<file path="config.mk">
export PLATFORM = sky130hd
export DESIGN_NAME = temp_monitor
export DESIGN_NICKNAME = d
export VERILOG_FILES = /design/src/shared/temp_monitor_pkg.sv /design/src/logic/ideality_scale.sv /design/src/logic/temp_monitor.sv
export VERILOG_INCLUDE_DIRS = /design/src /design/src/shared
export SDC_FILE = /design/constraint.sdc
export NUM_CORES = 1
export LEC_CHECK = 0
export BUFFER_PORTS_ARGS = -buffer_cell sky130_fd_sc_hd__buf_4
export CORE_MARGIN = 5
export CORE_UTILIZATION = 65
export CTS_CLUSTER_DIAMETER = 100
export DETAILED_ROUTE_END_ITERATION = 6
export PLACE_DENSITY = 0.9
export SYNTH_ARGS = -nofsm -noshare
export SYNTH_HDL_FRONTEND = slang
export SYNTH_SLANG_ARGS = --single-unit
</file>
<file path="constraint.sdc">
create_clock -name clk_sys -period 24.2 [get_ports clk_sys]
set_clock_uncertainty 0.15 [all_clocks]
set_input_delay 2.42 -clock clk_sys [delete_from_list [all_inputs] [get_ports clk_sys]]
set_output_delay 2.42 -clock clk_sys [all_outputs]
set_load 0.02 [all_outputs]
</file>
<file path="src/shared/temp_monitor_map.svh">
// constants of the background temperature monitor: resets, codes, scaling
`ifndef TEMP_MONITOR_MAP_SVH
`define TEMP_MONITOR_MAP_SVH

// result code width and ideality correction width
`define TM_RESULT_W 12
`define TM_CORR_W 8

// reset values
`define TM_RESULT_RESET 12'h000
`define TM_IDEALITY_RESET 8'h00

// sensor indices in scan order
`define TM_SENSOR_LOCAL 2'h0
`define TM_SENSOR_REMOTE_ONE 2'h1
`define TM_SENSOR_REMOTE_TWO 2'h2
`define TM_SENSOR_NONE 2'h3

// ideality scaling: eta_eff = 1.008 * base / (base - correction)
`define TM_IDEALITY_BASE 10'sh12c
// 273.15 degrees in eighths of a degree, rounded to whole codes
`define TM_KELVIN_OFFSET 14'sh0889

// saturation limits of a 12-bit two's complement code
`define TM_CODE_MAX 12'h7ff
`define TM_CODE_MIN 12'h800

`endif

</file>
<file path="src/shared/temp_monitor_pkg.sv">
// types shared by the temperature monitor modules
package temp_monitor_pkg;

	typedef logic [1:0] sensor_t;
	typedef logic [11:0] temp_code_t;

	typedef enum logic [2:0] {
		ST_SELECT,
		ST_LAUNCH,
		ST_WAIT,
		ST_SCALE
	} scan_state_e;

endpackage

</file>
<file path="src/logic/ideality_scale.sv">
// rescales a raw remote reading for a corrected ideality factor
`timescale 1ns/1ps
`default_nettype none
`include "temp_monitor_map.svh"

module ideality_scale #(
	parameter int CODE_W = 12,
	parameter int CORR_W = 8
) (
	input wire logic [CODE_W-1:0] code_raw,
	input wire logic [CORR_W-1:0] correction,
	input wire logic apply,
	output logic [CODE_W-1:0] code_out
);

	// the arithmetic below is sized for these widths only
	if (CODE_W != 12 || CORR_W != 8) begin : g_bad_width
		$error("ideality_scale supports only 12-bit codes, 8-bit correction");
	end

	logic signed [13:0] kelvin;
	logic signed [9:0] factor;
	logic signed [23:0] prod;
	logic signed [23:0] quot;
	logic signed [23:0] celsius;

	// the reading scales with 1/eta, which must be done in kelvin
	always_comb begin
		kelvin = $signed({{2{code_raw[11]}}, code_raw}) + `TM_KELVIN_OFFSET;
		factor = `TM_IDEALITY_BASE - $signed({{2{correction[7]}}, correction});
		prod = kelvin * factor;
		quot = prod / 24'sd300;
		celsius = quot - $signed({{10{1'b0}}, `TM_KELVIN_OFFSET});
		if (!apply) begin
			code_out = code_raw;
		end else if (celsius > 24'sd2047) begin
			code_out = `TM_CODE_MAX;
		end else if (celsius < -24'sd2048) begin
			code_out = `TM_CODE_MIN;
		end else begin
			code_out = celsius[11:0];
		end
	end

endmodule

`default_nettype wire

</file>
<file path="src/logic/temp_monitor.sv">
// background temperature monitor: scan control and result registers
//
// Behaviour
// - only sensors whose enable is set are converted; others are skipped
// - scanning runs on its own, never waiting on primary conversions
// - when a cycle ends the next cycle starts with no software trigger
// - each result lands in its own register: local, remote one, remote two
// - results are 12-bit two's complement, one code is an eighth degree
// - after reset the ideality correction is zero: the trimmed factor
// - remote readings use ideality 1.008*300/(300 - correction)
// - resistance cancellation is active only while its setting is one
// - every result register presents a 12-bit value to the host
// - result registers hold during a host transfer, update after it ends
`timescale 1ns/1ps
`default_nettype none
`include "temp_monitor_map.svh"

module temp_monitor #(
	parameter int RESULT_W = `TM_RESULT_W,
	parameter int CORR_W = `TM_CORR_W
) (
	input wire logic clk_sys,
	input wire logic sys_rst,
	input wire logic local_sensor_enable,
	input wire logic remote_one_enable,
	input wire logic remote_two_enable,
	input wire logic series_resistance_cancel,
	input wire logic ideality_write,
	input wire logic [CORR_W-1:0] ideality_wdata,
	output logic [CORR_W-1:0] ideality_correction,
	input wire logic host_xfer_busy,
	output logic conv_start,
	output logic [1:0] conv_sensor,
	output logic conv_rc_active,
	input wire logic conv_done,
	input wire logic [RESULT_W-1:0] conv_code,
	output logic [RESULT_W-1:0] local_sensor_result,
	output logic [RESULT_W-1:0] remote_sensor_one_result,
	output logic [RESULT_W-1:0] remote_sensor_two_result,
	output logic cycle_done,
	output logic scan_busy
);

	// the scaling path is sized for these widths only
	if (RESULT_W != 12 || CORR_W != 8) begin : g_bad_width
		$error("temp_monitor supports only 12-bit results, 8-bit correction");
	end

	// first enabled sensor at or after 'from', or none
	function automatic temp_monitor_pkg::sensor_t next_enabled(
		input temp_monitor_pkg::sensor_t from,
		input logic [2:0] en
	);
		temp_monitor_pkg::sensor_t pick;
		pick = `TM_SENSOR_NONE;
		for (int i = 2; i >= 0; i--) begin
			if (2'(i) >= from && en[i]) begin
				pick = 2'(i);
			end
		end
		return pick;
	endfunction

	function automatic logic is_remote(input temp_monitor_pkg::sensor_t s);
		return s == `TM_SENSOR_REMOTE_ONE || s == `TM_SENSOR_REMOTE_TWO;
	endfunction

	// ideality correction register
	logic [CORR_W-1:0] corr_q;
	logic [CORR_W-1:0] corr_d;

	always_comb begin
		corr_d = corr_q;
		if (ideality_write) begin
			corr_d = ideality_wdata;
		end
	end

	always_ff @(posedge clk_sys) begin
		if (sys_rst) begin
			corr_q <= `TM_IDEALITY_RESET;
		end else begin
			corr_q <= corr_d;
		end
	end

	assign ideality_correction = corr_q;

	// scan sequencer
	temp_monitor_pkg::scan_state_e state_q;
	temp_monitor_pkg::scan_state_e state_d;
	temp_monitor_pkg::sensor_t ptr_q;
	temp_monitor_pkg::sensor_t ptr_d;
	temp_monitor_pkg::sensor_t sens_q;
	temp_monitor_pkg::sensor_t sens_d;
	logic rc_q;
	logic rc_d;
	logic any_q;
	logic any_d;
	logic done_q;
	logic done_d;
	logic [RESULT_W-1:0] raw_q;
	logic [RESULT_W-1:0] raw_d;
	logic [2:0] enables;
	temp_monitor_pkg::sensor_t pick;
	logic [RESULT_W-1:0] scaled;

	assign enables = {remote_two_enable, remote_one_enable,
		local_sensor_enable};
	assign pick = next_enabled(ptr_q, enables);

	// the correction only applies to the remote diodes
	ideality_scale #(
		.CODE_W(RESULT_W),
		.CORR_W(CORR_W)
	) u_scale (
		.code_raw(raw_q),
		.correction(corr_q),
		.apply(is_remote(sens_q)),
		.code_out(scaled)
	);

	always_comb begin
		state_d = state_q;
		ptr_d = ptr_q;
		sens_d = sens_q;
		rc_d = rc_q;
		any_d = any_q;
		done_d = 1'b0;
		raw_d = raw_q;
		case (state_q)
			temp_monitor_pkg::ST_SELECT: begin
				// enables are looked at per sensor, so a change takes effect
				// at the next sensor rather than the next cycle
				if (pick == `TM_SENSOR_NONE) begin
					ptr_d = `TM_SENSOR_LOCAL;
					done_d = any_q;
					any_d = 1'b0;
				end else begin
					sens_d = pick;
					rc_d = series_resistance_cancel && is_remote(pick);
					state_d = temp_monitor_pkg::ST_LAUNCH;
				end
			end
			temp_monitor_pkg::ST_LAUNCH: begin
				state_d = temp_monitor_pkg::ST_WAIT;
			end
			temp_monitor_pkg::ST_WAIT: begin
				if (conv_done) begin
					raw_d = conv_code;
					state_d = temp_monitor_pkg::ST_SCALE;
				end
			end
			temp_monitor_pkg::ST_SCALE: begin
				ptr_d = sens_q + 2'h1;
				any_d = 1'b1;
				state_d = temp_monitor_pkg::ST_SELECT;
			end
			default: begin
				state_d = temp_monitor_pkg::ST_SELECT;
				ptr_d = `TM_SENSOR_LOCAL;
			end
		endcase
	end

	// free-running from reset: no trigger starts the scan, only conv_done paces it
	always_ff @(posedge clk_sys) begin
		if (sys_rst) begin
			state_q <= temp_monitor_pkg::ST_SELECT;
			ptr_q <= `TM_SENSOR_LOCAL;
			sens_q <= `TM_SENSOR_LOCAL;
			rc_q <= 1'b0;
			any_q <= 1'b0;
			done_q <= 1'b0;
			raw_q <= `TM_RESULT_RESET;
		end else begin
			state_q <= state_d;
			ptr_q <= ptr_d;
			sens_q <= sens_d;
			rc_q <= rc_d;
			any_q <= any_d;
			done_q <= done_d;
			raw_q <= raw_d;
		end
	end

	assign conv_start = state_q == temp_monitor_pkg::ST_LAUNCH;
	assign conv_sensor = sens_q;
	assign conv_rc_active = rc_q;
	assign cycle_done = done_q;
	assign scan_busy = state_q != temp_monitor_pkg::ST_SELECT;

	// result path: a staging word per sensor, copied whole when the host
	// interface is idle; a newer result overwrites a staged one not yet shown
	logic [2:0] pend_q;
	logic [2:0] pend_d;
	logic [RESULT_W-1:0] stage_q [3];
	logic [RESULT_W-1:0] stage_d [3];
	logic [RESULT_W-1:0] result_q [3];
	logic [RESULT_W-1:0] result_d [3];

	always_comb begin
		for (int i = 0; i < 3; i++) begin
			pend_d[i] = pend_q[i];
			stage_d[i] = stage_q[i];
			result_d[i] = result_q[i];
			if (!host_xfer_busy && pend_q[i]) begin
				result_d[i] = stage_q[i];
				pend_d[i] = 1'b0;
			end
			// a result arriving on the commit cycle stays pending
			if (state_q == temp_monitor_pkg::ST_SCALE && sens_q == 2'(i)) begin
				stage_d[i] = scaled;
				pend_d[i] = 1'b1;
			end
		end
	end

	always_ff @(posedge clk_sys) begin
		if (sys_rst) begin
			pend_q <= 3'h0;
			for (int i = 0; i < 3; i++) begin
				stage_q[i] <= `TM_RESULT_RESET;
				result_q[i] <= `TM_RESULT_RESET;
			end
		end else begin
			pend_q <= pend_d;
			for (int i = 0; i < 3; i++) begin
				stage_q[i] <= stage_d[i];
				result_q[i] <= result_d[i];
			end
		end
	end

	assign local_sensor_result = result_q[0];
	assign remote_sensor_one_result = result_q[1];
	assign remote_sensor_two_result = result_q[2];

endmodule

`default_nettype wire

</file>
### After elaboration in Yosys (flattened, before gate mapping)

Memory sizes are Yosys's and may differ from the RTL's.
Cells that the tools add are included.

* register bits: 33
* memory bits (writable): 72
* input bits: 29
* output and inout bits: 50
* word-level logic and storage cells: 105
* memories: 2

* add/subtract/negate cells: 4
* $mul: 1
* div/mod/pow operators: 1
* $lt $le $gt $ge: 5
* equality and inequality tests: 11
* multiplexer cells: 34
* bitwise logic cells: 9
* reductions and logical operators: 27

Memory list
* result_q: words 3, width 12, rd ports 3, clocked after Yosys merged registers in 0, write ports 3, line temp_monitor.sv:199 `logic [RESULT_W-1:0] result_q [3];`
* stage_q: words 3, width 12, rd ports 3, clocked after Yosys merged registers in 0, write ports 3, line temp_monitor.sv:197 `logic [RESULT_W-1:0] stage_q [3];`

Operator list (count)
* $mux W12: 15
* $div A24 B10 Y24 const B: 1
* $gt A24 B12 Y1 const B: 1
* $lt A24 B12 Y1 const B: 1
* $mul A14 B10 Y24: 1
* $sub A24 B13 Y24 const B: 1
* $add A12 B13 Y14 const B: 1
* $mux W1: 11
* $logic_and A1 B1 Y1: 10
* $reduce_and A2 Y1: 5
* $sub A10 B8 Y10 const A: 1
* $pmux W3 S3: 1
* $reduce_bool A2 Y1: 4
* $eq A2 B2 Y1 const B: 3
* $eq A3 B2 Y1 const B: 2
* $mux W2: 3
* $mux W3: 2
* $ne A2 B2 Y1 const B: 3
* $or A1 B1 Y1: 6
* $pmux W2 S3: 1
* $eq A2 B1 Y1 const B: 2
* $ge A1 B2 Y1 const A: 2
* $eq A3 B1 Y1 const B: 1
* $logic_not A3 Y1: 1
* other kinds (10): 13

### Depth between registers and ports, before layout

* depth in word-level cells: 10
* mapped depth: 87
* gate-level depth less buffers: 76

### Cells and area by module

Synthesis repeated with hierarchy kept, for this count alone.

* cells, all modules: 2181
* area, all modules: 16131.7 um2

Modules (own cells, without submodules)
* ideality_scale: times used 1, cells an instance 1715, area an instance 12301.8 um2, seq. area each 0.0 um2
* temp_monitor: times used 1, cells an instance 466, area an instance 3829.9 um2, seq. area each 2082.0 um2

### Worst setup path after synthesis

OpenSTA, ideal clock, no wires.

* path type: register to register
* start: register corr_q[0] (netlist: ideality_correction[0])
* end: memory stage_q[0][3] in the netlist's numbering
* setup time: 0.132 ns
* data arrival time: 19.095 ns
* required time: 23.918 ns
* slack: 4.823 ns
* cell stages (with the launch flop): 76
* path buffers: 4
* clock period less this slack: 19.377 ns
* cells stage by stage: dfxtp_1 > inv_1 > clkbuf_1 > ha_1 > nor2_1 > o21ai_0 > xnor2_1 > nand2_1 > fa_1 > inv_1 > fa_1 > fa_1 > fa_1 > inv_1 > fa_1 > inv_1 > ha_1 > a21oi_1 > (+40 left out) > nor2_2 > mux2i_2 > nand2_1 > a221oi_2 > or2_1 > o21ba_2 > ha_1 > nand2_1 > o21ai_0 > xnor2_1 > o211a_1 > o21a_1 > nor4b_2 > a32oi_2 > a2111oi_4 > o21ai_1 > nand3_1 > a21oi_1

RTL lines
* from (decl): line temp_monitor.sv:69 `logic [CORR_W-1:0] corr_q;`
* from (signal assigned): line temp_monitor.sv:81 `` corr_q <= `TM_IDEALITY_RESET; ``
* from (signal assigned): line temp_monitor.sv:83 `corr_q <= corr_d;`
* to (decl): line temp_monitor.sv:197

==> results by group <==
Logic synthesis
  • Post-synthesis sequential area ratio: 12.42%
  • Syn Nets: 2458
  • Syn Inst Count: 2260
  • Post-synth EDFFs: 0
  • Mean area per synthesized cell: 7.418 um^2
  • Mapped cell area: 16760 um^2
  • Post-synth top flop: dfxtp_1
  • Ys async rst share: 0%
  • Yosys warns: 0
  • Cell variety after synth: 131
  • FF+latch count, synth: 104

Global routing
  • GR peak layer: met2
  • Overall Global Routing Usage: 31.83%
  • Largest net degree at the start of global routing: 105
  • GR Util met1: 42.32%
  • Global-route wire length before repair: 79480 um
  • Met3 Use GR: 3.928%
  • Met2 GRT Util: 54.37%
  • Global route total overflow: 0
  • Vias in the first global route: 16503
  • Antenna violations before repair: 0

Routing
  • Routed vias: 17889
  • DRC Markers: 0
  • Vias per cell: 6.807
  • Routed wire length: 49000 um
  • DRT Pass-1 Iters: 6
  • Post-route ant nets: 0
  • Initial DRC Count: 1912
  • Drt wl/cell: 18.64 um

CTS
  • Root Driver: clkbuf_16
  • Clock insertion delay at the later pin of the skew report: 0.35 ns
  • Clock sink total: 104
  • Clk slew on worst S/H paths: 0.08 ns
  • Worst-case clock buffer depth: 2
  • Total CTS buffers: 9
  • H-tree Lvls: 3
  • CTS tree: built

Floorplan
  • # rows: 58
  • Die Ht: 170.6 um
  • I/O pin cnt: 79
  • Chip width: 170.6 um
  • Placeable Area: 25330 um^2
  • Die footprint: 29100 um^2
  • Initial Utilization: 66.19%

Setup path
  • Largest stage delay, worst path: 0.80 ns
  • Worst Setup Path Type: flip-flop to flip-flop
  • CP startpoint kind: flip-flop
  • CP Max Fanout: 13
  • Critical-path top delay cell: xor2_1
  • Most used cell, CP: fa_1
  • Worst endpoint required time: 24.25 ns
  • Worst EP arrival: 22.96 ns
  • Critical path endpoint category: flip-flop

Timing
  • Hold slack: 0.2999 ns
  • Slew headroom: 17.91%
  • Final Slew Violations: 0
  • Final Critical Period: 22.91 ns
  • PnR worst setup slack: 1.286 ns
  • Least-Margin Pin Slew: 1.223 ns
  • Final Hold Viols: 0
  • Period utilization: 94.69%
  • Final setup viols: 0
  • Max Clock Freq: 43.64 MHz

Cells and area
  • Fill cell count: 1965
  • Final layout net count: 2491
  • Antenna Cells: 0
  • Post-route cell area: 18210 um^2
  • Area grow syn2layout: 8.613%
  • Layout cell share with drive strength beyond 1: 12.14%
  • Non-Filler Instances: 2628

Placement
  • Dpl hpwl: 37390 um
  • Cell count after placement: 2593
  • Gpl congestion: 0.9492
  • Cell Area, Placed: 17520 um^2
  • Input/output buffers: 78
  • Dpl ws: -0.2681 ns

Run status
  • Status: finished clean

Hold path
  • Type of the worst min-delay path: flip-flop to flip-flop

Flow run
  • Max Cap Viol: 0
## synth_stat cells, drive strengths merged (13+ instances only)
master,instances,share of area (%)
a21oi,233,7.2
fa,77,9.2
xnor2,101,5.5
xor2,44,2.3
o2111ai,25,1.3
nand2b,22,0.87
mux2i,42,2.6
ha,92,6.9
a211oi,21,1.2
a22oi,14,0.74
o22ai,18,0.90
and3,22,0.82
nand4,24,0.90
buf,21,0.69
and2,31,1.2
inv,131,2.9
nand3,85,2.6
a21o,20,0.90
o211a,13,0.78
o21a,20,0.90
nor2,191,4.4
nor4,13,0.57
a31oi,30,1.3
dfxtp,104,12
or2,25,0.93
o21ai,108,3.4
nand2,326,7.3
clkbuf,75,1.7
o211ai,37,1.7
o31ai,23,1.3
nor3,51,1.6
nor2b,14,0.52
or3,15,0.62
## routing by layer
metal | up-vias | wire [um]
met5 | - | 0
met4 | 0 | 1421
met3 | 161 | 3961
met2 | 964 | 23790
met1 | 8467 | 19820
li1 | 8297 | -
## final timing paths
path / slack (ns) / from / cells after the start / to
worst max-delay path: 1.29 / ideality_correction[0] / 70 / stage_q[0][15]
worst min-delay path: 0.30 / stage_q[0][32] / 2 / result_q[0][32]
worst max register to register: 1.29 / ideality_correction[0] / 70 / stage_q[0][15]
worst min register to register: 0.30 / stage_q[0][32] / 2 / result_q[0][32]
## final cells by class
cell class              instances  area [um^2]  share of cell area (%)
multi-input cells            1930        14000                   76.86
flip-flops and latches        104         2082                   11.43
repair buffers                117        903.4                   4.961
inverters                     131        491.7                   2.700
well taps                     330        412.9                   2.268
clock buffers                   9        225.2                   1.237
clock inverters                 7        97.59                  0.5360
## cell families (layout without fill, tap and decap cells)
kind of cell,after synthesis,count (layout),share of synthesized area [%]
XOR/XNOR,146,146,8.023
multiplexers,53,53,3.433
AND/OR/NAND/NOR,861,861,24.67
flip-flops,104,104,12.42
adder cells (fa/ha/maj),173,173,16.30
buffers and inverters,227,264,5.299
AO/OA/AOI/OAI,696,697,29.85
## through the flow
step / setup TNS (ns) / util (%)
after global placement: 0 / 69.19
after CTS: 0 / 70.53
after detailed placement: -6.565 / 69.19
after floorplan: 0 / -
final: 0 / 71.90
after global routing: -0.0007319 / 71.90
## registers in the layout, indices dropped and copies added (netlist names)
name,cells
conv_sensor,2
result_q,36
conv_rc_active,1
ideality_correction,8
stage_q,36
any_q,1
ptr_q,2
cycle_done,1
raw_q,12
state_q,2
pend_q,3
## critical path: cells and delay by family, from the launching register on
kind                       cells  cell delay (ns)
and+or+nand+nor               19             4.87
DFF                            1             0.54
buffers and inverters          3             0.59
AOI/OAI and AO/OA             33            10.09
muxes                          3             1.39
adders and majority gates      8             3.53
xor gates and xnor gates       4             1.54
## layout by cell type (no fill, tap or decap), types with 8 or more instances in the layout
cell and n:
o31ai_1 17, nand3_1 84, a22oi_1 10, a31oi_1 28, nor2_1 184, ha_1 92
and3_1 22, nor2b_1 14, o21ai_0 71, o21ai_1 29, xnor2_1 87, nor4_1 12
o2111ai_1 25, fa_1 77, buf_4 115, xnor2_2 12, o21a_1 19, a21oi_1 224
a211o_1 9, nand4_1 24, clkbuf_16 9, and2_1 29, or3_1 13, nand2_1 323
a221o_1 10, mux2i_1 37, dfxtp_1 104, nand2b_1 21, o211ai_1 36, o211a_1 10
nor3_1 47, and4_1 8, a21o_1 20, inv_1 130, or2_2 19, xor2_1 41
a211oi_1 16, o22ai_1 12
## what timing repair did
item | CTS | global route
pin swaps | 1 | 9
gates resized for setup | 1 | 32
cloned | 0 | 1
setup endpoints to repair | 36 | 36
buffers inserted | 1 | 17
hold buffers | 0 | 0
Power is not shown: default switching activity piles up to over one toggle a cycle in this logic, so the estimate is an artifact.
